===== src/verilog/sfb_pkg.sv =====
// Purpose: Shared constants for the serial channel baud fraction and FIFO configuration block
// Assumes: APB register access with 32-bit data, one aligned word per register
// Notes: Every offset, field position, config register reset value and duplex code used by the logic lives here
package sfb_pkg;
	// ==========================================================
	// Register byte offsets
	localparam logic [7:0] ADDR_FRAC = 8'h00; // baud_fraction_control
	localparam logic [7:0] ADDR_FCNF = 8'h04; // fifo_config
	localparam logic [7:0] ADDR_CTRL = 8'h08; // Channel control
	localparam logic [7:0] ADDR_STAT = 8'h0C; // Channel status, read only
	localparam int ADDR_W = 8; // Decoded address bits

	// ==========================================================
	// baud_fraction_control fields
	localparam int K_LSB = 0; // Fraction K
	localparam int K_W = 4;
	localparam logic [3:0] K_RST = 4'h0;
	localparam logic [3:0] K_PROHIBITED = 4'h0; // Code that must never be used

	// ==========================================================
	// fifo_config fields
	localparam int FC_FIFO_EN = 0; // FIFO enable
	localparam int FC_AUTO_DIS = 1; // auto_disable_ctrl
	localparam int FC_RX_IRQ_EN = 2; // rx_fifo_irq_enable
	localparam int FC_TX_IRQ_EN = 3; // tx_fifo_irq_enable
	localparam int FC_RX_DEPTH_SEL = 4; // rx_fifo_depth_select
	localparam int FC_W = 5;
	localparam logic [4:0] FC_RST = 5'h00;

	// ==========================================================
	// Channel control fields
	localparam int CT_N_LSB = 0; // Integer divisor code
	localparam int CT_N_W = 4;
	localparam int CT_FRAC_EN = 4; // Fractional divide enable
	localparam int CT_FILL_LSB = 5; // Receive interrupt fill level code
	localparam int CT_FILL_W = 2;
	localparam int CT_RX_EN = 7; // Receiver enable
	localparam int CT_TX_EN = 8; // Transmitter enable
	localparam int CT_W = 9;
	localparam logic [8:0] CT_RST = 9'h000;

	// ==========================================================
	// Channel status fields
	localparam int ST_RX_DEPTH_LSB = 0; // Usable receive bytes
	localparam int ST_TX_DEPTH_LSB = 4; // Usable transmit bytes
	localparam int DEPTH_W = 3;

	// ==========================================================
	// Duplex codes from the channel mode logic
	localparam int DPX_W = 2;
	localparam logic [1:0] DPX_NONE = 2'h0;
	localparam logic [1:0] DPX_HALF_RX = 2'h1;
	localparam logic [1:0] DPX_HALF_TX = 2'h2;
	localparam logic [1:0] DPX_FULL = 2'h3;

	// ==========================================================
	// FIFO sizes and divider constants
	localparam logic [2:0] FIFO_ALL = 3'h4; // Whole FIFO to one side
	localparam logic [2:0] FIFO_SPLIT = 3'h2; // Each side in full duplex
	localparam logic [2:0] FIFO_NONE = 3'h0;
	localparam logic [2:0] BYTES_1 = 3'h1;
	localparam logic [2:0] BYTES_2 = 3'h2;
	localparam logic [2:0] BYTES_3 = 3'h3;
	localparam logic [4:0] N_ZERO_VAL = 5'h10; // Divisor code zero means sixteen
	localparam logic [4:0] FRAC_DEN = 5'h10; // Sixteenths
endpackage


===== src/verilog/sfb_cfg.sv =====
// Purpose: Fractional baud generator and FIFO configuration of one serial channel
// Assumes: APB slave, one clock, all channel inputs synchronous to pclk
// Notes: The shift, framing and FIFO storage logic sit outside and use the outputs
//
// Behaviour
// - Fraction field bits 3:0 hold K, zero prohibited
// - Enable off divides by N, on N+(16-K)/16
// - Fractional division only in UART mode
// - Depth select zero uses full receive allotment
// - Depth select one uses receive fill level
// - Bit 3 gates transmit FIFO interrupts
// - Bit 2 gates receive FIFO interrupts
// - Auto disable clears receiver when bytes received
// - Auto disable clears transmitter when all empty
// - Full duplex: either condition clears both enables
// - Bit 0 enables the FIFO
// - Duplex splits FIFO as 4, 4, 2+2
// - Transmit side always gets full allotment
// - Divisor code zero means N equals 16
`timescale 1ns/1ps

module sfb_cfg (
	// Clock, reset and freeze
	input wire logic pclk,
	input wire logic presetn,
	input wire logic ce,
	// APB slave
	input wire logic psel,
	input wire logic penable,
	input wire logic pwrite,
	input wire logic [31:0] paddr,
	input wire logic [31:0] pwdata,
	output logic [31:0] prdata,
	output logic pready,
	output logic pslverr,
	// Channel mode and state
	input wire logic uart_mode,
	input wire logic [sfb_pkg::DPX_W-1:0] duplex_mode,
	input wire logic baud_src_tick,
	input wire logic [2:0] rx_valid_bytes,
	input wire logic tx_all_empty,
	input wire logic tx_irq_raw,
	input wire logic rx_irq_raw,
	// Channel controls
	output logic baud_tick,
	output logic fifo_enable,
	output logic [2:0] rx_fifo_depth,
	output logic [2:0] tx_fifo_depth,
	output logic rx_enable,
	output logic tx_enable,
	output logic tx_irq,
	output logic rx_irq
);
	// ==========================================================
	// Register state
	logic [sfb_pkg::K_W-1:0] frac_k_r, frac_k_nxt; // Fraction K
	logic [sfb_pkg::FC_W-1:0] fcnf_r, fcnf_nxt; // fifo_config bits
	logic [sfb_pkg::CT_W-1:0] ctrl_r, ctrl_nxt; // Channel control bits
	logic [31:0] prdata_r, prdata_nxt; // Read data
	logic pready_r, pready_nxt; // One wait state answer
	logic pslverr_r, pslverr_nxt; // Unmapped address flag

	// ==========================================================
	// Divider state
	logic [4:0] cnt_r, cnt_nxt; // Source ticks in this baud cycle
	logic [3:0] acc_r, acc_nxt; // Fraction accumulator
	logic ext_r, ext_nxt; // This cycle is one tick longer
	logic tick_r, tick_nxt; // Baud tick output

	// ==========================================================
	// Output state
	logic [2:0] rx_depth_r, rx_depth_nxt;
	logic [2:0] tx_depth_r, tx_depth_nxt;
	logic tx_irq_r, tx_irq_nxt;
	logic rx_irq_r, rx_irq_nxt;

	// ==========================================================
	// Decoded fields
	logic fifo_en; // FIFO enable
	logic auto_dis; // auto_disable_ctrl
	logic rx_depth_sel; // rx_fifo_depth_select
	logic [3:0] n_code; // Integer divisor code
	logic [4:0] n_val; // Integer divisor value
	logic frac_on; // Fractional division active
	logic [2:0] fill_bytes; // Receive fill level in bytes
	logic [2:0] rx_max; // Receive allotment by duplex
	logic [2:0] tx_max; // Transmit allotment by duplex
	logic acc_set; // Access phase at a ready edge
	logic wr_en; // Register write strobe
	logic rx_done; // Receive count reached
	logic tx_done; // Transmit side drained
	logic clr_rx; // Auto clear of receiver enable
	logic clr_tx; // Auto clear of transmitter enable

	assign fifo_en = fcnf_r[sfb_pkg::FC_FIFO_EN];
	assign auto_dis = fcnf_r[sfb_pkg::FC_AUTO_DIS];
	assign rx_depth_sel = fcnf_r[sfb_pkg::FC_RX_DEPTH_SEL];
	assign n_code = ctrl_r[sfb_pkg::CT_N_LSB +: sfb_pkg::CT_N_W];
	// Code zero stands for sixteen
	assign n_val = (n_code == '0) ? sfb_pkg::N_ZERO_VAL : {1'b0, n_code};
	// Fraction only in UART mode; a prohibited K falls back to plain N
	assign frac_on = ctrl_r[sfb_pkg::CT_FRAC_EN] && uart_mode && (frac_k_r != sfb_pkg::K_PROHIBITED);
	assign acc_set = psel && penable && pready_r;
	assign wr_en = acc_set && pwrite;

	// ==========================================================
	// Allotments by duplex and fill level mapping
	always_comb begin
		// FIFO off leaves both sides with no bytes
		rx_max = sfb_pkg::FIFO_NONE;
		tx_max = sfb_pkg::FIFO_NONE;
		if (fifo_en) begin
			unique case (duplex_mode)
				sfb_pkg::DPX_HALF_RX: begin
					rx_max = sfb_pkg::FIFO_ALL;
				end
				sfb_pkg::DPX_HALF_TX: begin
					tx_max = sfb_pkg::FIFO_ALL;
				end
				sfb_pkg::DPX_FULL: begin
					rx_max = sfb_pkg::FIFO_SPLIT;
					tx_max = sfb_pkg::FIFO_SPLIT;
				end
				sfb_pkg::DPX_NONE: begin
					rx_max = sfb_pkg::FIFO_NONE;
				end
			endcase
		end
		// Fill level code to bytes, full duplex maps codes 0 and 3 to 2 and 1 bytes
		unique case (ctrl_r[sfb_pkg::CT_FILL_LSB +: sfb_pkg::CT_FILL_W])
			2'h0: fill_bytes = (duplex_mode == sfb_pkg::DPX_FULL) ? sfb_pkg::BYTES_2 : sfb_pkg::FIFO_ALL;
			2'h1: fill_bytes = sfb_pkg::BYTES_1;
			2'h2: fill_bytes = sfb_pkg::BYTES_2;
			2'h3: fill_bytes = (duplex_mode == sfb_pkg::DPX_FULL) ? sfb_pkg::BYTES_1 : sfb_pkg::BYTES_3;
		endcase
	end

	// ==========================================================
	// Auto disable conditions
	always_comb begin
		// Count covers shift register, buffers and FIFO
		rx_done = rx_valid_bytes >= rx_depth_r;
		tx_done = tx_all_empty;
		clr_rx = 1'b0;
		clr_tx = 1'b0;
		if (auto_dis) begin
			unique case (duplex_mode)
				sfb_pkg::DPX_HALF_RX: begin
					clr_rx = rx_done && ctrl_r[sfb_pkg::CT_RX_EN];
				end
				sfb_pkg::DPX_HALF_TX: begin
					clr_tx = tx_done && ctrl_r[sfb_pkg::CT_TX_EN];
				end
				sfb_pkg::DPX_FULL: begin
					// Either side finishing stops both
					clr_rx = (rx_done && ctrl_r[sfb_pkg::CT_RX_EN]) || (tx_done && ctrl_r[sfb_pkg::CT_TX_EN]);
					clr_tx = clr_rx;
				end
				sfb_pkg::DPX_NONE: begin
					clr_rx = 1'b0;
				end
			endcase
		end
	end

	// ==========================================================
	// APB register file, next values
	always_comb begin
		frac_k_nxt = frac_k_r;
		fcnf_nxt = fcnf_r;
		ctrl_nxt = ctrl_r;
		prdata_nxt = prdata_r;
		pslverr_nxt = pslverr_r;
		// Ready goes high for one cycle after the first access cycle
		pready_nxt = psel && penable && !pready_r;
		if (psel && penable && !pready_r) begin
			pslverr_nxt = 1'b0;
			prdata_nxt = '0;
			// Unused bits stay zero on read
			unique case (paddr[sfb_pkg::ADDR_W-1:0])
				sfb_pkg::ADDR_FRAC: prdata_nxt[sfb_pkg::K_W-1:0] = frac_k_r;
				sfb_pkg::ADDR_FCNF: prdata_nxt[sfb_pkg::FC_W-1:0] = fcnf_r;
				sfb_pkg::ADDR_CTRL: prdata_nxt[sfb_pkg::CT_W-1:0] = ctrl_r;
				sfb_pkg::ADDR_STAT: begin
					prdata_nxt[sfb_pkg::ST_RX_DEPTH_LSB +: sfb_pkg::DEPTH_W] = rx_depth_r;
					prdata_nxt[sfb_pkg::ST_TX_DEPTH_LSB +: sfb_pkg::DEPTH_W] = tx_depth_r;
				end
				default: pslverr_nxt = 1'b1;
			endcase
			// Upper address bits must be zero too
			if (paddr[31:sfb_pkg::ADDR_W] != '0) begin
				pslverr_nxt = 1'b1;
				prdata_nxt = '0;
			end
		end
		// Writes land at the ready edge; upper bits are dropped
		if (wr_en && !pslverr_r) begin
			unique case (paddr[sfb_pkg::ADDR_W-1:0])
				sfb_pkg::ADDR_FRAC: frac_k_nxt = pwdata[sfb_pkg::K_LSB +: sfb_pkg::K_W];
				sfb_pkg::ADDR_FCNF: fcnf_nxt = pwdata[sfb_pkg::FC_W-1:0];
				sfb_pkg::ADDR_CTRL: ctrl_nxt = pwdata[sfb_pkg::CT_W-1:0];
				default: fcnf_nxt = fcnf_r;
			endcase
		end
		// Hardware clear wins over a same-cycle software set
		if (clr_rx) begin
			ctrl_nxt[sfb_pkg::CT_RX_EN] = 1'b0;
		end
		if (clr_tx) begin
			ctrl_nxt[sfb_pkg::CT_TX_EN] = 1'b0;
		end
	end

	// APB register file, flops
	always_ff @(posedge pclk or negedge presetn) begin
		if (!presetn) begin
			frac_k_r <= sfb_pkg::K_RST;
			fcnf_r <= sfb_pkg::FC_RST;
			ctrl_r <= sfb_pkg::CT_RST;
			prdata_r <= '0;
			pready_r <= 1'b0;
			pslverr_r <= 1'b0;
		end else if (ce) begin
			frac_k_r <= frac_k_nxt;
			fcnf_r <= fcnf_nxt;
			ctrl_r <= ctrl_nxt;
			prdata_r <= prdata_nxt;
			pready_r <= pready_nxt;
			pslverr_r <= pslverr_nxt;
		end
	end

	// ==========================================================
	// Baud divider, next values
	always_comb begin
		logic [4:0] sum; // Accumulator plus step
		logic [4:0] term; // Last tick index of this cycle
		sum = {1'b0, acc_r} + (sfb_pkg::FRAC_DEN - {1'b0, frac_k_r});
		term = n_val - 5'h01 + {4'h0, ext_r};
		cnt_nxt = cnt_r;
		acc_nxt = acc_r;
		ext_nxt = ext_r;
		tick_nxt = 1'b0;
		if (baud_src_tick) begin
			if (cnt_r >= term) begin
				cnt_nxt = '0;
				tick_nxt = 1'b1;
				// Overflow of a 16-step accumulator spreads 16-K long cycles evenly
				if (frac_on) begin
					acc_nxt = sum[3:0];
					ext_nxt = sum[4];
				end else begin
					// Plain N ignores the fraction field
					acc_nxt = '0;
					ext_nxt = 1'b0;
				end
			end else begin
				cnt_nxt = cnt_r + 5'h01;
			end
		end
	end

	// Baud divider, flops
	always_ff @(posedge pclk or negedge presetn) begin
		if (!presetn) begin
			cnt_r <= '0;
			acc_r <= '0;
			ext_r <= 1'b0;
			tick_r <= 1'b0;
		end else if (ce) begin
			cnt_r <= cnt_nxt;
			acc_r <= acc_nxt;
			ext_r <= ext_nxt;
			tick_r <= tick_nxt;
		end
	end

	// ==========================================================
	// Depths and interrupt gating, next values
	always_comb begin
		// Depth select narrows only the receive side
		// No receive allotment (half duplex transmit, none) leaves nothing to narrow
		rx_depth_nxt = (rx_depth_sel && fifo_en && (rx_max != sfb_pkg::FIFO_NONE)) ? fill_bytes : rx_max;
		tx_depth_nxt = tx_max;
		// Without the FIFO the buffer interrupts pass ungated
		tx_irq_nxt = tx_irq_raw && (!fifo_en || fcnf_r[sfb_pkg::FC_TX_IRQ_EN]);
		rx_irq_nxt = rx_irq_raw && (!fifo_en || fcnf_r[sfb_pkg::FC_RX_IRQ_EN]);
	end

	// Depths and interrupt gating, flops
	always_ff @(posedge pclk or negedge presetn) begin
		if (!presetn) begin
			rx_depth_r <= sfb_pkg::FIFO_NONE;
			tx_depth_r <= sfb_pkg::FIFO_NONE;
			tx_irq_r <= 1'b0;
			rx_irq_r <= 1'b0;
		end else if (ce) begin
			rx_depth_r <= rx_depth_nxt;
			tx_depth_r <= tx_depth_nxt;
			tx_irq_r <= tx_irq_nxt;
			rx_irq_r <= rx_irq_nxt;
		end
	end

	// ==========================================================
	// Outputs, all straight from flops
	assign prdata = prdata_r;
	assign pready = pready_r;
	assign pslverr = pslverr_r;
	assign baud_tick = tick_r;
	assign fifo_enable = fcnf_r[sfb_pkg::FC_FIFO_EN];
	assign rx_fifo_depth = rx_depth_r;
	assign tx_fifo_depth = tx_depth_r;
	assign rx_enable = ctrl_r[sfb_pkg::CT_RX_EN];
	assign tx_enable = ctrl_r[sfb_pkg::CT_TX_EN];
	assign tx_irq = tx_irq_r;
	assign rx_irq = rx_irq_r;
endmodule


===== config.mk =====
export PLATFORM = sky130hd
export DESIGN_NAME = sfb_cfg
export DESIGN_NICKNAME = d
export VERILOG_FILES = /design/src/verilog/sfb_pkg.sv /design/src/verilog/sfb_cfg.sv
export SDC_FILE = /design/constraint.sdc
export NUM_CORES = 1
export LEC_CHECK = 0
export ABC_AREA = 1
export BUFFER_PORTS_ARGS = -buffer_cell sky130_fd_sc_hd__buf_2
export CORE_ASPECT_RATIO = 1.4
export CORE_MARGIN = 4
export CORE_UTILIZATION = 44
export DETAILED_ROUTE_END_ITERATION = 6
export PLACE_DENSITY = 0.78
export SLEW_MARGIN = 15
export SYNTH_ARGS = -nofsm -noshare
export SYNTH_HDL_FRONTEND = slang
export SYNTH_SLANG_ARGS = --single-unit

===== constraint.sdc =====
create_clock -name pclk -period 1.9 [get_ports pclk]
set_input_delay 0.19 -clock pclk [delete_from_list [all_inputs] [get_ports pclk]]
set_output_delay 0.19 -clock pclk [all_outputs]
set_load 0.01 [all_outputs]

==> flow_metrics.tcl <==
set metrics [dict create \
    min_path_type "in2reg" \
    initial_core_util_pct 45.3 \
    cts_root_buffer "clkbuf_8" \
    netlist_area_um2 2970 \
    first_pass_iters 4 \
    max_freq_mhz 447 \
    drt_iter0_drc 184 \
    clockBufferDepth 2 \
    grt_pass1_vias 2798 \
    cp.arrival_ns 2.42 \
    dieWidth_um 77.5 \
    whs_endpoint "ctrl_r[6]" \
    criticalPathCategory "reg2reg" \
    syn_inst 398 \
    hold_start "pwdata[6]" \
    r2r-start "ctrl_r[0]" \
    max-vdd-ir-drop_mv 0.540 \
    clock_latency_ns 0.30 \
    layout_min_cycle_time_ns 2.24 \
    clk_pin_slew_ns 0.09 \
    regArea_um2 1180 \
    io_buffers 78 \
    path_buf_inv 4 \
    grt_max_degree 48 \
    worst_slack_ns -0.337 \
    postRouteAntennaNets 0 \
    cp-start-kind "flip-flop" \
    leakage_uw 0.00198 \
    max_slew_margin_pct 59.3 \
    yosysTopAreaCell "dfrtp_1" \
    worstPathMaxFanout 4 \
    place_ws_ns -0.296 \
    grt_overflow 0 \
    fin_crit_sh_pct 118 \
    fill_cells 609 \
    synth_edf_count 0 \
    hpwl_um 5970 \
    tightest_slew_ns 0.610 \
    ys_async_sr_fraction_pct 100 \
    io_pins 126 \
    synth_top_area_share_pct 39.5 \
    fp-row-count 35 \
    path_cells "inv_2 -> ha_4 -> ha_4 -> buf_6 -> xnor2_2 -> ha_1 -> nand2_1 -> inv_1 -> o21ai_1 -> nand4_1 -> buf_4 -> nand3_2 -> nand2_1" \
    grt_pass1_wl_um 12100 \
    area_growth_pct 22.3 \
    finalMaxSlewViolations 0 \
    drv_cap 0 \
    avgSynthCellArea_um2 7.47 \
    wl_per_cell_um 13.6 \
    ys_types 32 \
    synth.area.top_cells "dfrtp_1 (40%), nand2_1 (15%), buf_4 (6.3%)" \
    multi_input_area_um2 1560 \
    antenna_found_initial 0 \
    yosysWarningCount 0 \
    ff2ff_path_depth 13 \
    synthMostInstantiatedCell "nand2_1" \
    core-area_um2 6570 \
    yosys-top-cells-count "nand2_1 (116), dfrtp_1 (47), inv_1 (45)" \
    endpoint_kind "flip-flop" \
    n_antenna_cell 0 \
    num_vias 2894 \
    drc 0 \
    hold_violations 0 \
    ys_ff_latch 47 \
    setup_viol 11 \
    dieHeight_um 105 \
    r2r-end "acc_r[3]" \
    track_usage_pct 18.2 \
    path_delay_family "adder cells" \
    die_area_um2 8160 \
    drt_wl_total_um 7700 \
    cts.sinks 47 \
    layout.nets 586 \
    slowest_stage "dfrtp_1" \
    whs_path_depth 3 \
    avgViaCountPerCell 5.12 \
    fin_worst_skew_ns 0.00915 \
    critPathMaxStageDelay_ns 0.38 \
    rsz0062_at_grt "true" \
    ys.flop_type "dfrtp_1" \
    powerDensity_nw_per_um2 662 \
    cts_tree "built" \
    h-tree-depth 2 \
    ff2ff_setup_slack_ns -0.34 \
    status "finished with violations" \
    seq_area_frac_synth_pct 39.5 \
    layout-drive-gt1-share_pct 25.3 \
    failed_checks "setup timing" \
    required_ns 2.09 \
    numCtsBuffers 5 \
    place_congestion 0.876 \
    finalSetupTns_ns -3.11 \
]
## where the power goes
| part | internal (µW) | leakage [µW] | total, µW | switching (µW) |
|---|---|---|---|---|
| sequential | 1050 | 0.000631 | 1110 | 54.8 |
| clock | 525 | 0.0000644 | 866 | 342 |
| combinational | 183 | 0.00128 | 436 | 253 |
## cell type report
type | instances | share of cell area (%)
multi-input cells | 298 | 42.8
inverters | 47 | 4.85
clock buffers | 5 | 1.89
repair buffers | 91 | 13.7
well taps | 74 | 2.55
flip-flops and latches | 47 | 32.3
clock inverters | 3 | 1.86
## through the flow
stage	hold slack, ns	util [%]	instance area, µm²	instances	power [µW]
4_1_cts	0.132	54.9	3610	563	2410
2_1_floorplan	-0.106	-	3090	421	1400
5_1_grt	0.139	55.4	3640	565	2530
3_3_place_gp	0.314	51.9	3410	552	1500
3_5_place_dp	0.320	51.9	3410	552	1520
6_report	0.136	55.4	3640	565	2410
## kinds of logic after synthesis
kind of cell	synth area share [%]
AND/OR/NAND/NOR	29.8
buffers and inverters	13.1
flip-flops	39.5
AO/OA/AOI/OAI	8.71
adder cells (fa/ha/maj)	6.98
XOR/XNOR	1.77
other	0.126
## worst register-to-register path: cells and delay by family, from the launching register on
kind / cells / cell delay, ns
flip-flops: 1 / 0.38
adder cells (fa/ha/maj): 3 / 0.59
XOR/XNOR: 1 / 0.16
AO/OA/AOI/OAI: 1 / 0.12
buffers and inverters: 4 / 0.46
AND/OR/NAND/NOR: 4 / 0.42
## flip-flops by register name, summed over array words and instances, names as in the netlist
signal / cells
acc_r: 4
baud_tick: 1
cnt_r: 5
ctrl_r: 9
ext_r: 1
fcnf_r: 5
frac_k_r: 4
prdata: 9
pready: 1
pslverr: 1
rx_fifo_depth: 3
rx_irq: 1
tx_fifo_depth: 2
tx_irq: 1
## worst max-delay path by stage
stage | from | end | slack [ns] | cells past startpoint
after floorplan | ctrl_r[0] | acc_r[3] | -0.08 | 14
after global placement | ext_r | acc_r[3] | -0.19 | 13
after detailed placement | ext_r | cnt_r[1] | -0.30 | 12
after CTS | ctrl_r[0] | acc_r[2] | -0.26 | 13
after global routing | ctrl_r[0] | ext_r | -0.44 | 14
final | ctrl_r[0] | acc_r[3] | -0.34 | 13
## what timing repair did
action,4_1_cts,5_1_grt
resized for setup,10,5
gates cloned,0,0
endpoints found under the setup margin,11,11
hold endpoints to repair,12,0
buffers inserted,2,2
pin swaps,8,8
hold buffers,1,0
## layout by cell type (no fill, tap or decap), types with 2 or more instances in the layout
master | synthesis | routed
nand2_1 | 116 | 115
buf_2 | 2 | 78
dfrtp_1 | 47 | 47
inv_1 | 45 | 41
nor2_1 | 40 | 40
nand3_1 | 28 | 25
conb_1 | 1 | 24
o21ai_0 | 26 | 22
ha_1 | 15 | 13
a21oi_1 | 10 | 10
buf_4 | 25 | 10
nand4_1 | 9 | 9
o21ai_2 | 5 | 8
clkbuf_8 | 0 | 5
inv_2 | 0 | 4
nand3_2 | 1 | 4
xor2_1 | 3 | 3
nand2_2 | 2 | 3
o211ai_1 | 2 | 2
o21ai_1 | 1 | 2
xnor2_1 | 3 | 2
nor3_1 | 2 | 2
clkinv_1 | 2 | 2
nor2_4 | 2 | 2
and3_1 | 2 | 2
ha_4 | 0 | 2
bufinv_16 | 0 | 2
buf_6 | 1 | 2
## routing by layer
layer  vias to the layer above  share of wire, %  GRT usage (%)
met4                         0               4.3           8.27
li1                       1414                 -              -
met3                        25               6.3           3.16
met5                         -                 0              0
met1                      1317                37           19.6
met2                       138                52           34.1
Power figures use the tool's default switching activity.
